File: src/sxc_pkg.sv
// What this block does
// - Status codes are reported with prescaler bits zero.
// - Respond as slave to the address in own-address bits 7:1.
// - Own-address bit 0 set also answers general call 0x00.
// - Address match with read bit enters transmit mode, else receive mode.
// - After address and direction, set interrupt flag with valid status.
// - Lost arbitration then addressed for read reports status 0xB0.
// - Ack-enable cleared sends last byte; NACK gives 0xC0, ACK gives 0xC8.
// - After the last byte, go not-addressed; master then reads all ones.
// - Ack-enable zero refuses own address; recognition resumes when set.
// - STOP or repeated START while addressed sets flag with status 0xA0.
// - Flag clear in 0xA0/0xC0/0xC8 leaves session; ack-enable selects recognition.
// - Not addressed, general call answered only when its enable bit is one.
// - Flag clear in 0xA0/0xC0/0xC8 with start set and stop clear queues a START for when bus is free.
// - In deep sleep, ack-enable set still recognises address on bus clock.
// - Wake-up match wakes part and holds SCL low until flag cleared.
// - Status 0xA8 means own address with read received and acknowledged.
// - Ack-enable after loading a byte selects last byte or more bytes.
// - In deep sleep, each completed address byte loads the data register with all ones (0xFF).
package sxc_pkg;
  // ------------------------------------------------------------------
  // Register byte addresses (word index times four)
  // ------------------------------------------------------------------
  localparam logic [3:0] ADDR_CTRL = 4'h0;
  localparam logic [3:0] ADDR_STAT = 4'h4;
  localparam logic [3:0] ADDR_DATA = 4'h8;
  localparam logic [3:0] ADDR_OWN = 4'hC;
  // ------------------------------------------------------------------
  // Control field positions
  // ------------------------------------------------------------------
  localparam int CTL_INT = 7;
  localparam int CTL_ACK = 6;
  localparam int CTL_STA = 5;
  localparam int CTL_STO = 4;
  localparam int CTL_EN = 2;
  localparam int CTL_SLEEP = 0;
  localparam int OWN_GC = 0;
  // ------------------------------------------------------------------
  // Reset values
  // ------------------------------------------------------------------
  localparam logic [7:0] CTRL_RST = 8'h00;
  localparam logic [7:0] OWN_RST = 8'h00;
  localparam logic [7:0] DATA_RST = 8'hFF;
  // ------------------------------------------------------------------
  // Status codes
  // ------------------------------------------------------------------
  localparam logic [7:0] ST_IDLE = 8'hF8;
  localparam logic [7:0] ST_SR_ADDR = 8'h60;
  localparam logic [7:0] ST_SR_GC = 8'h70;
  localparam logic [7:0] ST_STOP = 8'hA0;
  localparam logic [7:0] ST_ADDR = 8'hA8;
  localparam logic [7:0] ST_ARB = 8'hB0;
  localparam logic [7:0] ST_ACK = 8'hB8;
  localparam logic [7:0] ST_NACK = 8'hC0;
  localparam logic [7:0] ST_LAST = 8'hC8;
  localparam logic [7:0] ONES = 8'hFF;
  localparam logic [6:0] GC_ADDR = 7'h00;
  typedef enum logic [2:0] {
    S_IDLE = 3'b000,
    S_ADDR = 3'b001,
    S_ACKA = 3'b010,
    S_TX = 3'b011,
    S_RACK = 3'b100,
    S_WAIT = 3'b101,
    S_IGN = 3'b110,
    S_RX = 3'b111
  } sxc_state_t;
endpackage

File: src/sxc_sync.sv
`timescale 1ns/1ns
module sxc_sync
  import sxc_pkg::*;
(
  // Clock and reset
  input wire logic clk,
  input wire logic resetn,
  // Raw pin and synchronised level
  input wire logic din,
  output logic dout
);
  logic meta_ff;
  always_ff @(posedge clk) begin
    if (!resetn) begin
      meta_ff <= 1'b1;
      dout <= 1'b1;
    end else begin
      meta_ff <= din;
      dout <= meta_ff;
    end
  end
endmodule

File: src/sxc_cond.sv
`timescale 1ns/1ns
module sxc_cond
  import sxc_pkg::*;
(
  // Clock and reset
  input wire logic clk,
  input wire logic resetn,
  // Synchronised bus lines
  input wire logic scl_s,
  input wire logic sda_s,
  // Bus events, one-cycle pulses, and the bus busy level
  output logic scl_rise,
  output logic scl_fall,
  output logic start_det,
  output logic stop_det,
  output logic bus_busy
);
  logic scl_ff;
  logic sda_ff;
  logic busy_ff;
  assign scl_rise = scl_s & ~scl_ff;
  assign scl_fall = ~scl_s & scl_ff;
  assign start_det = scl_s & scl_ff & sda_ff & ~sda_s;
  assign stop_det = scl_s & scl_ff & ~sda_ff & sda_s;
  assign bus_busy = busy_ff;
  always_ff @(posedge clk) begin
    if (!resetn) begin
      scl_ff <= 1'b1;
      sda_ff <= 1'b1;
      busy_ff <= 1'b0;
    end else begin
      scl_ff <= scl_s;
      sda_ff <= sda_s;
      busy_ff <= start_det ? 1'b1 : (stop_det ? 1'b0 : busy_ff);
    end
  end
endmodule

File: src/sxc_top.sv
// The register offsets and the Avalon-MM interface to the registers were decided locally.
`timescale 1ns/1ns
module sxc_top
  import sxc_pkg::*;
(
  // Clock and reset
  input wire logic clk,
  input wire logic resetn,
  // Avalon-MM slave
  input wire logic [3:0] avs_address,
  input wire logic avs_read,
  input wire logic avs_write,
  input wire logic [31:0] avs_writedata,
  output logic [31:0] avs_readdata,
  output logic avs_waitrequest,
  // Two-wire bus pins
  input wire logic scl_i,
  output logic scl_o,
  output logic scl_oe,
  input wire logic sda_i,
  output logic sda_o,
  output logic sda_oe,
  // System side
  input wire logic arb_lost,
  output logic wake_req,
  output logic start_pending
);
  // ------------------------------------------------------------------
  // Pin synchronisers and bus conditions
  // ------------------------------------------------------------------
  logic scl_s;
  logic sda_s;
  logic scl_rise;
  logic scl_fall;
  logic start_det;
  logic stop_det;
  logic bus_busy;
  sxc_sync u_sync_scl (.clk(clk), .resetn(resetn), .din(scl_i), .dout(scl_s));
  sxc_sync u_sync_sda (.clk(clk), .resetn(resetn), .din(sda_i), .dout(sda_s));
  sxc_cond u_cond (
    .clk(clk),
    .resetn(resetn),
    .scl_s(scl_s),
    .sda_s(sda_s),
    .scl_rise(scl_rise),
    .scl_fall(scl_fall),
    .start_det(start_det),
    .stop_det(stop_det),
    .bus_busy(bus_busy)
  );
  // ------------------------------------------------------------------
  // State
  // ------------------------------------------------------------------
  sxc_state_t state_ff;
  sxc_state_t nxt_state;
  logic [7:0] ctrl_ff;
  logic [7:0] own_ff;
  logic [7:0] data_ff;
  logic [7:0] stat_ff;
  logic [7:0] shift_ff;
  logic [3:0] bit_ff;
  logic last_ff;
  logic arb_ff;
  logic sleep_hit_ff;
  logic sda_drv_ff;
  logic scl_hold_ff;
  logic sta_q_ff;
  logic [31:0] rdata_ff;
  logic rsp_ff;
  // ------------------------------------------------------------------
  // Decode
  // ------------------------------------------------------------------
  function automatic logic sel(input logic [3:0] a, input logic [3:0] r);
    return a == r;
  endfunction
  wire req = (avs_read | avs_write) & ~rsp_ff;
  wire wr = avs_write & ~rsp_ff;
  wire wr_ctrl = wr & sel(avs_address, ADDR_CTRL);
  wire wr_data = wr & sel(avs_address, ADDR_DATA);
  wire wr_own = wr & sel(avs_address, ADDR_OWN);
  wire flag = ctrl_ff[CTL_INT];
  wire ack_en = ctrl_ff[CTL_ACK];
  wire en = ctrl_ff[CTL_EN];
  wire in_sleep = ctrl_ff[CTL_SLEEP];
  // Writing one to the flag clears it
  wire flag_clr = wr_ctrl & avs_writedata[CTL_INT] & flag;
  wire [6:0] rx_addr = shift_ff[6:0];
  // Own address in bits 7:1, general call gated by bit 0
  wire own_hit = rx_addr == own_ff[7:1];
  wire gc_hit = (rx_addr == GC_ADDR) & own_ff[OWN_GC];
  wire is_read = shift_ff[0];
  // Address byte complete on the 8th rising edge
  wire addr_done = (state_ff == S_ADDR) & scl_rise & (bit_ff == 4'h7);
  wire [7:0] addr_byte = {shift_ff[6:0], sda_s};
  wire a_own = addr_byte[7:1] == own_ff[7:1];
  wire a_gc = (addr_byte[7:1] == GC_ADDR) & own_ff[OWN_GC];
  // Recognition only while enabled and acking
  wire a_match = en & ack_en & (a_own | (a_gc & ~addr_byte[0]));
  wire addressed = (state_ff == S_ACKA) | (state_ff == S_TX) |
                   (state_ff == S_RACK) | (state_ff == S_WAIT) |
                   (state_ff == S_RX);
  wire session_end = (start_det | stop_det) & addressed;
  wire tx_bit = shift_ff[7];
  wire rack_sample = (state_ff == S_RACK) & scl_rise;
  wire [7:0] rack_stat = sda_s ? ST_NACK : (last_ff ? ST_LAST : ST_ACK);
  wire [7:0] addr_stat = ~addr_byte[0] ? (a_own ? ST_SR_ADDR : ST_SR_GC) :
                         (arb_ff ? ST_ARB : ST_ADDR);
  wire end_state = (stat_ff == ST_NACK) | (stat_ff == ST_LAST) | (stat_ff == ST_STOP);
  // ------------------------------------------------------------------
  // Sequencer
  // ------------------------------------------------------------------
  always_comb begin
    nxt_state = state_ff;
    unique case (state_ff)
      S_IDLE: if (start_det && en) nxt_state = S_ADDR;
      S_ADDR: if (addr_done) nxt_state = a_match ? S_ACKA : S_IGN;
      S_ACKA: if (scl_fall && !flag) nxt_state = is_read ? S_TX : S_RX;
      S_TX: if (scl_fall && bit_ff == 4'h7) nxt_state = S_RACK;
      S_RACK: if (rack_sample) nxt_state = S_WAIT;
      S_WAIT: if (flag_clr) nxt_state = end_state ? S_IGN : S_TX;
      S_IGN: if (start_det && en) nxt_state = S_ADDR;
      // Receive data is not handled here; the session stays addressed until STOP or repeated START
      S_RX: nxt_state = S_RX;
    endcase
    if (session_end) nxt_state = start_det ? S_ADDR : S_IGN;
  end
  // ------------------------------------------------------------------
  // Datapath
  // ------------------------------------------------------------------
  always_ff @(posedge clk) begin
    if (!resetn) begin
      state_ff <= S_IDLE;
      shift_ff <= 8'h00;
      bit_ff <= 4'h0;
      last_ff <= 1'b0;
    end else begin
      state_ff <= nxt_state;
      if (start_det) begin
        bit_ff <= 4'h0;
      end else if (state_ff == S_ADDR && scl_rise) begin
        shift_ff <= addr_byte;
        bit_ff <= bit_ff + 4'h1;
      end else if (state_ff == S_ACKA && scl_fall && !flag) begin
        shift_ff <= data_ff;
        bit_ff <= 4'h0;
        last_ff <= ~ack_en;
      end else if (state_ff == S_TX && scl_fall && bit_ff != 4'h7) begin
        shift_ff <= {shift_ff[6:0], 1'b1};
        bit_ff <= bit_ff + 4'h1;
      end else if (state_ff == S_WAIT && flag_clr) begin
        shift_ff <= data_ff;
        bit_ff <= 4'h0;
        last_ff <= ~ack_en;
      end
    end
  end
  // Released SDA reads as ones to the master once not addressed
  always_ff @(posedge clk) begin
    if (!resetn) begin
      sda_drv_ff <= 1'b0;
    end else if (state_ff == S_TX && scl_fall) begin
      sda_drv_ff <= (bit_ff == 4'h7) ? 1'b0 : ~shift_ff[6];
    end else if (state_ff == S_ACKA && scl_fall && !flag) begin
      sda_drv_ff <= is_read ? ~data_ff[7] : 1'b0;
    end else if (state_ff == S_ACKA && scl_fall) begin
      // ACK only once SCL is low, so it never looks like a START
      sda_drv_ff <= 1'b1;
    end else if (state_ff == S_WAIT && flag_clr && !end_state) begin
      // First bit of the next byte must stand before SCL is let go
      sda_drv_ff <= ~data_ff[7];
    end else if (scl_fall || session_end || state_ff == S_IGN) begin
      sda_drv_ff <= 1'b0;
    end
  end
  // Stretch while flag is up in S_ACKA or S_WAIT with SCL low, or after a sleep match
  always_ff @(posedge clk) begin
    if (!resetn) begin
      scl_hold_ff <= 1'b0;
    end else begin
      scl_hold_ff <= (flag & ((state_ff == S_ACKA) | (state_ff == S_WAIT)) & ~scl_s) |
                     (sleep_hit_ff & flag);
    end
  end
  // ------------------------------------------------------------------
  // Registers
  // ------------------------------------------------------------------
  wire set_flag = (addr_done & a_match) | rack_sample | session_end;
  wire [7:0] set_stat = addr_done ? addr_stat : (rack_sample ? rack_stat : ST_STOP);
  always_ff @(posedge clk) begin
    if (!resetn) begin
      ctrl_ff <= CTRL_RST;
      stat_ff <= ST_IDLE;
      own_ff <= OWN_RST;
      data_ff <= DATA_RST;
      arb_ff <= 1'b0;
      sleep_hit_ff <= 1'b0;
      sta_q_ff <= 1'b0;
    end else begin
      if (wr_ctrl) begin
        ctrl_ff[CTL_ACK] <= avs_writedata[CTL_ACK];
        ctrl_ff[CTL_STA] <= avs_writedata[CTL_STA];
        ctrl_ff[CTL_STO] <= avs_writedata[CTL_STO];
        ctrl_ff[CTL_EN] <= avs_writedata[CTL_EN];
        ctrl_ff[CTL_SLEEP] <= avs_writedata[CTL_SLEEP];
      end
      // Hardware set wins over a simultaneous clear
      if (set_flag) begin
        ctrl_ff[CTL_INT] <= 1'b1;
        stat_ff <= set_stat;
      end else if (flag_clr) begin
        ctrl_ff[CTL_INT] <= 1'b0;
        stat_ff <= ST_IDLE;
      end
      if (wr_own) own_ff <= avs_writedata[7:0];
      if (wr_data) data_ff <= avs_writedata[7:0];
      else if (addr_done && in_sleep) data_ff <= ONES;
      if (arb_lost) arb_ff <= 1'b1;
      else if (addr_done) arb_ff <= 1'b0;
      if (addr_done && a_match && in_sleep) sleep_hit_ff <= 1'b1;
      else if (flag_clr) sleep_hit_ff <= 1'b0;
      // Queued START waits for a free bus
      if (flag_clr && end_state && avs_writedata[CTL_STA] && !avs_writedata[CTL_STO])
        sta_q_ff <= 1'b1;
      else if (sta_q_ff && !bus_busy) sta_q_ff <= 1'b0;
    end
  end
  // ------------------------------------------------------------------
  // Bus slave: one wait cycle per access
  // ------------------------------------------------------------------
  wire [7:0] rmux = sel(avs_address, ADDR_CTRL) ? ctrl_ff :
                    sel(avs_address, ADDR_STAT) ? stat_ff :
                    sel(avs_address, ADDR_DATA) ? data_ff :
                    sel(avs_address, ADDR_OWN) ? own_ff : 8'h00;
  always_ff @(posedge clk) begin
    if (!resetn) begin
      rsp_ff <= 1'b0;
      rdata_ff <= 32'h00000000;
    end else begin
      rsp_ff <= req;
      if (req && avs_read) rdata_ff <= {24'h000000, rmux};
    end
  end
  always_ff @(posedge clk) begin
    if (!resetn) begin
      scl_o <= 1'b0;
      scl_oe <= 1'b0;
      sda_o <= 1'b0;
      sda_oe <= 1'b0;
      wake_req <= 1'b0;
      start_pending <= 1'b0;
    end else begin
      scl_oe <= scl_hold_ff;
      sda_oe <= sda_drv_ff;
      wake_req <= sleep_hit_ff;
      start_pending <= sta_q_ff & ~bus_busy;
    end
  end
  assign avs_readdata = rdata_ff;
  assign avs_waitrequest = ~rsp_ff;
endmodule

File: config.mk
export PLATFORM = sky130hd
export DESIGN_NAME = sxc_top
export DESIGN_NICKNAME = d
export VERILOG_FILES = /design/src/sxc_pkg.sv /design/src/sxc_sync.sv /design/src/sxc_cond.sv /design/src/sxc_top.sv
export SDC_FILE = /design/constraint.sdc
export NUM_CORES = 1
export LEC_CHECK = 0
export ABC_CLOCK_PERIOD_IN_PS = 4800
export BUFFER_PORTS_ARGS = -buffer_cell sky130_fd_sc_hd__buf_4
export CAP_MARGIN = 20
export CELL_PAD_IN_SITES_DETAIL_PLACEMENT = 1
export CELL_PAD_IN_SITES_GLOBAL_PLACEMENT = 1
export CORE_MARGIN = 4
export CORE_UTILIZATION = 44
export CTS_BUF_LIST = sky130_fd_sc_hd__clkbuf_8
export CTS_CLUSTER_SIZE = 8
export DETAILED_ROUTE_END_ITERATION = 7
export GPL_TIMING_DRIVEN = 0
export PLACE_DENSITY_LB_ADDON = 0.1
export SYNTH_ARGS = -nofsm -noshare
export SYNTH_HDL_FRONTEND = slang
export SYNTH_SLANG_ARGS = --single-unit
File: constraint.sdc
create_clock -name clk -period 4.8 [get_ports clk]
set_input_delay 0.24 -clock clk [delete_from_list [all_inputs] [get_ports clk]]
set_output_delay 0.24 -clock clk [all_outputs]
set_load 0.05 [all_outputs]
# ---- Word-level counts from Yosys, hierarchy flattened
# Index checks and enable logic that the tools add are counted.
dict set report word_totals {
  ff_bits 70
  output_inout_bits 39
}
dict set report op_classes {
  n_eq_ne 23
  n_mux 54
  reduce_logical 41
  add_sub_neg 1
  n_bitwise 52
}
# operator count
set ops {}
lappend ops {{8-bit two-way mux} 10}
lappend ops {{7-bit two-way mux} 7}
lappend ops {{3-bit two-way mux} 11}
lappend ops {{1-bit bitwise AND} 27}
lappend ops {{8-bit == test, second input constant} 3}
lappend ops {{3-bit case mux with 7 select lines} 1}
lappend ops {{1-bit two-way mux} 19}
lappend ops {{1-bit logical AND} 18}
lappend ops {{4-bit two-way mux} 4}
lappend ops {{3-bit != test, second input constant} 5}
lappend ops {{2-bit nonzero test} 7}
lappend ops {{1-bit OR} 13}
lappend ops {{3-bit == test, second input constant} 4}
lappend ops {{1-bit NOT} 12}
lappend ops {{5-bit two-way mux} 2}
lappend ops {{4-bit by 3-bit == test with 1-bit output, second input constant} 2}
lappend ops {{4-bit == test, second input constant} 2}
lappend ops {{7-bit == test} 1}
lappend ops {{7-bit zero test} 1}
lappend ops {{3-bit by 2-bit == test with 1-bit output, second input constant} 2}
lappend ops {{6-bit AND reduction} 1}
lappend ops {{5-bit nonzero test} 1}
lappend ops {{4-bit by 1-bit adder with 4-bit output, second input constant} 1}
lappend ops {{1-bit zero test} 4}
lappend ops {{other kinds (11)} 13}

# ---- Depth between registers and ports, before layout
dict set report depth {
  depth_word 13
  mapped_depth 9
}

# ---- Cells and area by module
# A second synthesis with hierarchy kept.
dict set report hier_totals {
  hier_cells 386
  hier_area_um2 3447.1
}
# mod instances cells_per_inst area_per_inst_um2
set by_module_without_submodules {}
lappend by_module_without_submodules {sxc_top 1 364 3199.3}
lappend by_module_without_submodules {sxc_cond 1 14 142.6}
lappend by_module_without_submodules {sxc_sync 2 4 52.6}

# ---- Worst setup path before layout
# OpenSTA, ideal clock, no wires.
dict set report synth_path {
  path_type {register to register}
  startpoint {register rsp_ff}
  endpoint {register shift_ff[1]}
  required_ns 4.720
  arrival_ns 1.914
  slack_ns 2.806
  stages_incl_launch_ff 8
  period_less_slack_ns 1.994
  path_cell_list {dfxtp_1 > or4b_4 > nor3_4 > a41oi_4 > a21oi_4 > buf_6 > nor2_1 > a211oi_2}
}
dict set report synth_between {
  elab_chain_len 8
}
# element line
set synth_rtl {}
lappend synth_rtl {{from (decl)} sxc_top.sv:69} ;# logic rsp_ff;
lappend synth_rtl {{from (signal assigned)} sxc_top.sv:239} ;# rsp_ff <= req;
lappend synth_rtl {{1-bit NOT} sxc_top.sv:77} ;# wire wr = avs_write & ~rsp_ff;
lappend synth_rtl {{1-bit bitwise AND} sxc_top.sv:77}
lappend synth_rtl {{1-bit bitwise AND} sxc_top.sv:78} ;# wire wr_ctrl = wr & sel(avs_address, ADDR_CTRL);
lappend synth_rtl {{1-bit bitwise AND (2 in series)} sxc_top.sv:86} ;# wire flag_clr = wr_ctrl & avs_writedata[CTL_INT] & flag;
lappend synth_rtl {{1-bit logical AND} sxc_top.sv:150} ;# end else if (state_ff == S_WAIT && flag_clr) begin
lappend synth_rtl {{4-bit nonzero test (no source line)} n/a}
lappend synth_rtl {{2-bit AND reduction (no source line)} n/a}
lappend synth_rtl {{to (signal assigned)} sxc_top.sv:144} ;# shift_ff <= data_ff;
lappend synth_rtl {{to (signal assigned)} sxc_top.sv:148} ;# shift_ff <= {shift_ff[6:0], 1'b1};
lappend synth_rtl {{to (signal assigned)} sxc_top.sv:151} ;# shift_ff <= data_ff;
lappend synth_rtl {{to (decl)} sxc_top.sv:60} ;# logic [7:0] shift_ff;
# No other way between the ends.
# A chain may end at the register's enable or synchronous reset.

# ---- Worst setup path in the final report
dict set report layout_path {
  startpoint {register bit_ff[0]}
  endpoint {register stat_ff[7]}
}
dict set report layout_between {
  elab_chain_len 6
}
# element line
set layout_rtl {}
lappend layout_rtl {{from (decl)} sxc_top.sv:61} ;# logic [3:0] bit_ff;
lappend layout_rtl {{from (signal assigned)} sxc_top.sv:142} ;# bit_ff <= bit_ff + 4'h1;
lappend layout_rtl {{from (signal assigned)} sxc_top.sv:149} ;# bit_ff <= bit_ff + 4'h1;
lappend layout_rtl {{4-bit by 3-bit == test with 1-bit output (*)} sxc_top.sv:93} ;# wire addr_done = (state_ff == S_ADDR) & scl_rise & (bit_ff == 4'h7);
lappend layout_rtl {{1-bit bitwise AND (*)} sxc_top.sv:93}
lappend layout_rtl {{1-bit bitwise AND} sxc_top.sv:187} ;# wire set_flag = (addr_done & a_match) | rack_sample | session_end;
lappend layout_rtl {{1-bit OR (2 in series)} sxc_top.sv:187}
lappend layout_rtl {{8-bit two-way mux / 2-bit nonzero test (equally long branches)} n/a}
lappend layout_rtl {{to (signal assigned)} sxc_top.sv:209} ;# stat_ff <= set_stat;
lappend layout_rtl {{to (decl)} sxc_top.sv:59} ;# logic [7:0] stat_ff;
# Mark *: on every way between the ends. The rest lies on a longest branch, timed or not.

==> reports/qor.csv <==
metric,value,unit
Critical Path Sink,stat_ff[7]$_SDFFE_PN1P_,
placed cell areas,3940,sq um
Worst EP required,5040,ps
"EDFF count, synth",0,
synthesized flop and latch total,67,
DR DRC count,0,
setup TNS,0,ps
count of pins over their slew limit,0,
fin crit period,2370,ps
hold-fix buffers at CTS,0,
Syn Inst Count,406,
post-cts resize count,0,
# H-tree levels,3,
first-pass GRT wire length,17300,um
Clock Tree Root,clkbuf_8,
wire per inst,18.1,um
register area share after synthesis,38.2,%
Commonest cells post-synth,"dfxtp_1, nand2_1, nor2_1",
Final HPWL DP,7780,um
Multi-input gate area,1950,sq um
Syn Area/Cell,8.64,sq um
Worst Setup SP,bit_ff[0]$_SDFFE_PP0P_,
Tcrit/Tclk final,49.3,%
Hold WS,73.2,ps
routed vias,3152,
max cap viols,0,
CP Class,flop to flop,
Synth Cell Area,3510,sq um
initial antenna violation count,0,
placed insts,561,
I/O pin total,82,
"Top FF cell, synth",dfxtp_1,
Die Span Y,97.3,um
Worst R2R Path Depth,5,
worst skew pair latency,350,ps
gr usage total,22.5,%
FMAX,0.422,GHz
"Data arrival, critical path",2610,ps
# rows,32,
post-synth top area share,38.2,%
outcome,"complete, no violations",
grt ovf,0,
Seq. cell area,1340,sq um
worst reg2reg path startpoint,bit_ff[0]$_SDFFE_PP0P_,
endpoints failing hold,0,
maximum root-to-sink buffer count,2,
fin cells,577,
Leak Pwr,1.68,nW
final setup fails,0,
largest net degree at the start of global routing,14,
IO buf count,28,
Cell variety after synth,63,
Final Cell Area,4170,sq um
clk slew on worst S/H paths,80,ps
# Post-CTS Setup Buffers,0,
Ant. Diodes,0,
Synth Warn #,0,
leading area contributor after synthesis,dfxtp_1,
Worst setup EP type,flop,
clock sinks,67,
relative slew slack,44.3,%
Max VDD drop,0.171,mV
worst hold path class,input pin to flop,
vias in the first global route,3292,
worst-path maximum fanout,6,
Final nets,514,
Die ar.,9460,sq um
Pwr Density,378,nW/um^2
measured slew at the worst slew-check pin,828,ps
WL final,10500,um
Design Power,1.58,mW
Critical Path Start Type,flop,
Starting Density,45.4,%
"count leader, synth",dfxtp_1,
R2R setup slack,2430,ps
CTS tree,built,
Synth area leaders,"dfxtp_1, buf_4, mux2i_1",
core area,7730,sq um
initial drt markers,117,
Worst Clk Skew,8.32,ps
filler instances,937,
DR vias/cell,5.46,
RSZ-0062 raised after global routing,no,
Layout area overhead,18.9,%
Final ANT Viol Nets,0,
routability cong.,0.906,
Async SR Flop Fraction,0,%
drt first pass iters,4,
layout cells sized above 1,20.4,%
Die Wd,97.3,um
TritonCTS buffer count,9,
RR Endpoint,stat_ff[7]$_SDFFE_PN1P_,
==> kinds of logic after synthesis <==
group                    after synthesis  synth area share, %
buffers and inverters                 54                 8.88
flip-flops                            67                 38.2
AO/OA/AOI/OAI                         83                 17.4
AND/OR/NAND/NOR                      161                 23.6
adder cells (fa/ha/maj)                1                0.357
multiplexers                          27                 8.35
XOR/XNOR                              12                 3.00
other                                  1                0.107
==> how the worst min path moves through the flow <==
stage	start	end	slack [ps]	cells past startpoint
detailed placement	u_sync_scl.meta_ff$_SDFF_PN1_	u_sync_scl.dout$_SDFF_PN1_	400	1
floorplan	scl_i	u_sync_scl.meta_ff$_SDFF_PN1_	340	1
global placement	u_sync_scl.meta_ff$_SDFF_PN1_	u_sync_scl.dout$_SDFF_PN1_	390	1
global route	scl_i	u_sync_scl.meta_ff$_SDFF_PN1_	70	2
CTS	sda_i	u_sync_sda.meta_ff$_SDFF_PN1_	60	2
finish	sda_i	u_sync_sda.meta_ff$_SDFF_PN1_	70	2
==> placed cells by master (no fill, tap or decap), types with 2 or more instances in the layout <==
master,instances
nor2_1,42
inv_1,7
nor3b_1,2
nand2b_1,15
a22oi_1,4
buf_4,54
mux2_2,8
xnor2_1,5
mux2i_1,18
a22o_1,3
o211ai_1,4
o311ai_0,2
nor4_1,4
and2_1,4
nand4_1,4
xor2_1,7
inv_6,3
nand3_1,9
buf_1,4
buf_2,3
a221oi_1,4
a32oi_1,2
nor3_1,9
clkbuf_1,12
o221ai_1,4
a211oi_2,4
bufinv_16,2
or3_1,6
dfxtp_1,67
o21ai_0,10
a21oi_1,21
a211oi_1,3
nor2b_1,5
or4_1,2
o22ai_1,10
conb_1,26
nor4b_1,2
nand2_1,46
clkbuf_8,10
==> registers in the layout, summed over array words and instances, names as in the netlist, 3 cells and up <==
signal        count
ctrl_ff           6
avs_readdata      8
state_ff          3
data_ff           8
own_ff            8
shift_ff          7
bit_ff            4
stat_ff           5
==> critical path: stages (launching register included) <==
cell and delay, ps:
dfxtp_1 380, ha_1 180, nand3b_1 170, nor4_1 760
a21oi_1 380, mux2_2 380
==> per-layer routing <==
metal / up-vias / global-route usage, % / wire length (um)
met5: - / 0 / 0
met4: 0 / 5.96 / 161
met2: 94 / 37.5 / 5010
li1: 1521 / - / -
met1: 1522 / 29.0 / 4690
met3: 15 / 5.81 / 590
==> power by group <==
part           leakage, nW  switching, mW  internal (mW)
combinational         1.02          0.271          0.142
sequential           0.544         0.0263          0.583
clock                0.114          0.243          0.312
==> layout make-up <==
type / count / share of cell area (%)
inverters: 8 / 0.720
repair buffers: 28 / 5.04
plain buffers: 46 / 6.75
clock buffers: 10 / 3.30
clock inverters: 6 / 2.25
well taps: 102 / 3.06
multi-input cells: 310 / 46.7
flip-flops and latches: 67 / 32.2
==> through the flow <==
stage / util, % / worst slack, ps
after floorplan: - / 2810
after global placement: 51.0 / 2440
after detailed placement: 51.0 / 2480
after CTS: 54.0 / 2460
after global routing: 54.0 / 2200
final: 54.0 / 2430
No activity file was read; power rests on OpenSTA's default activity.
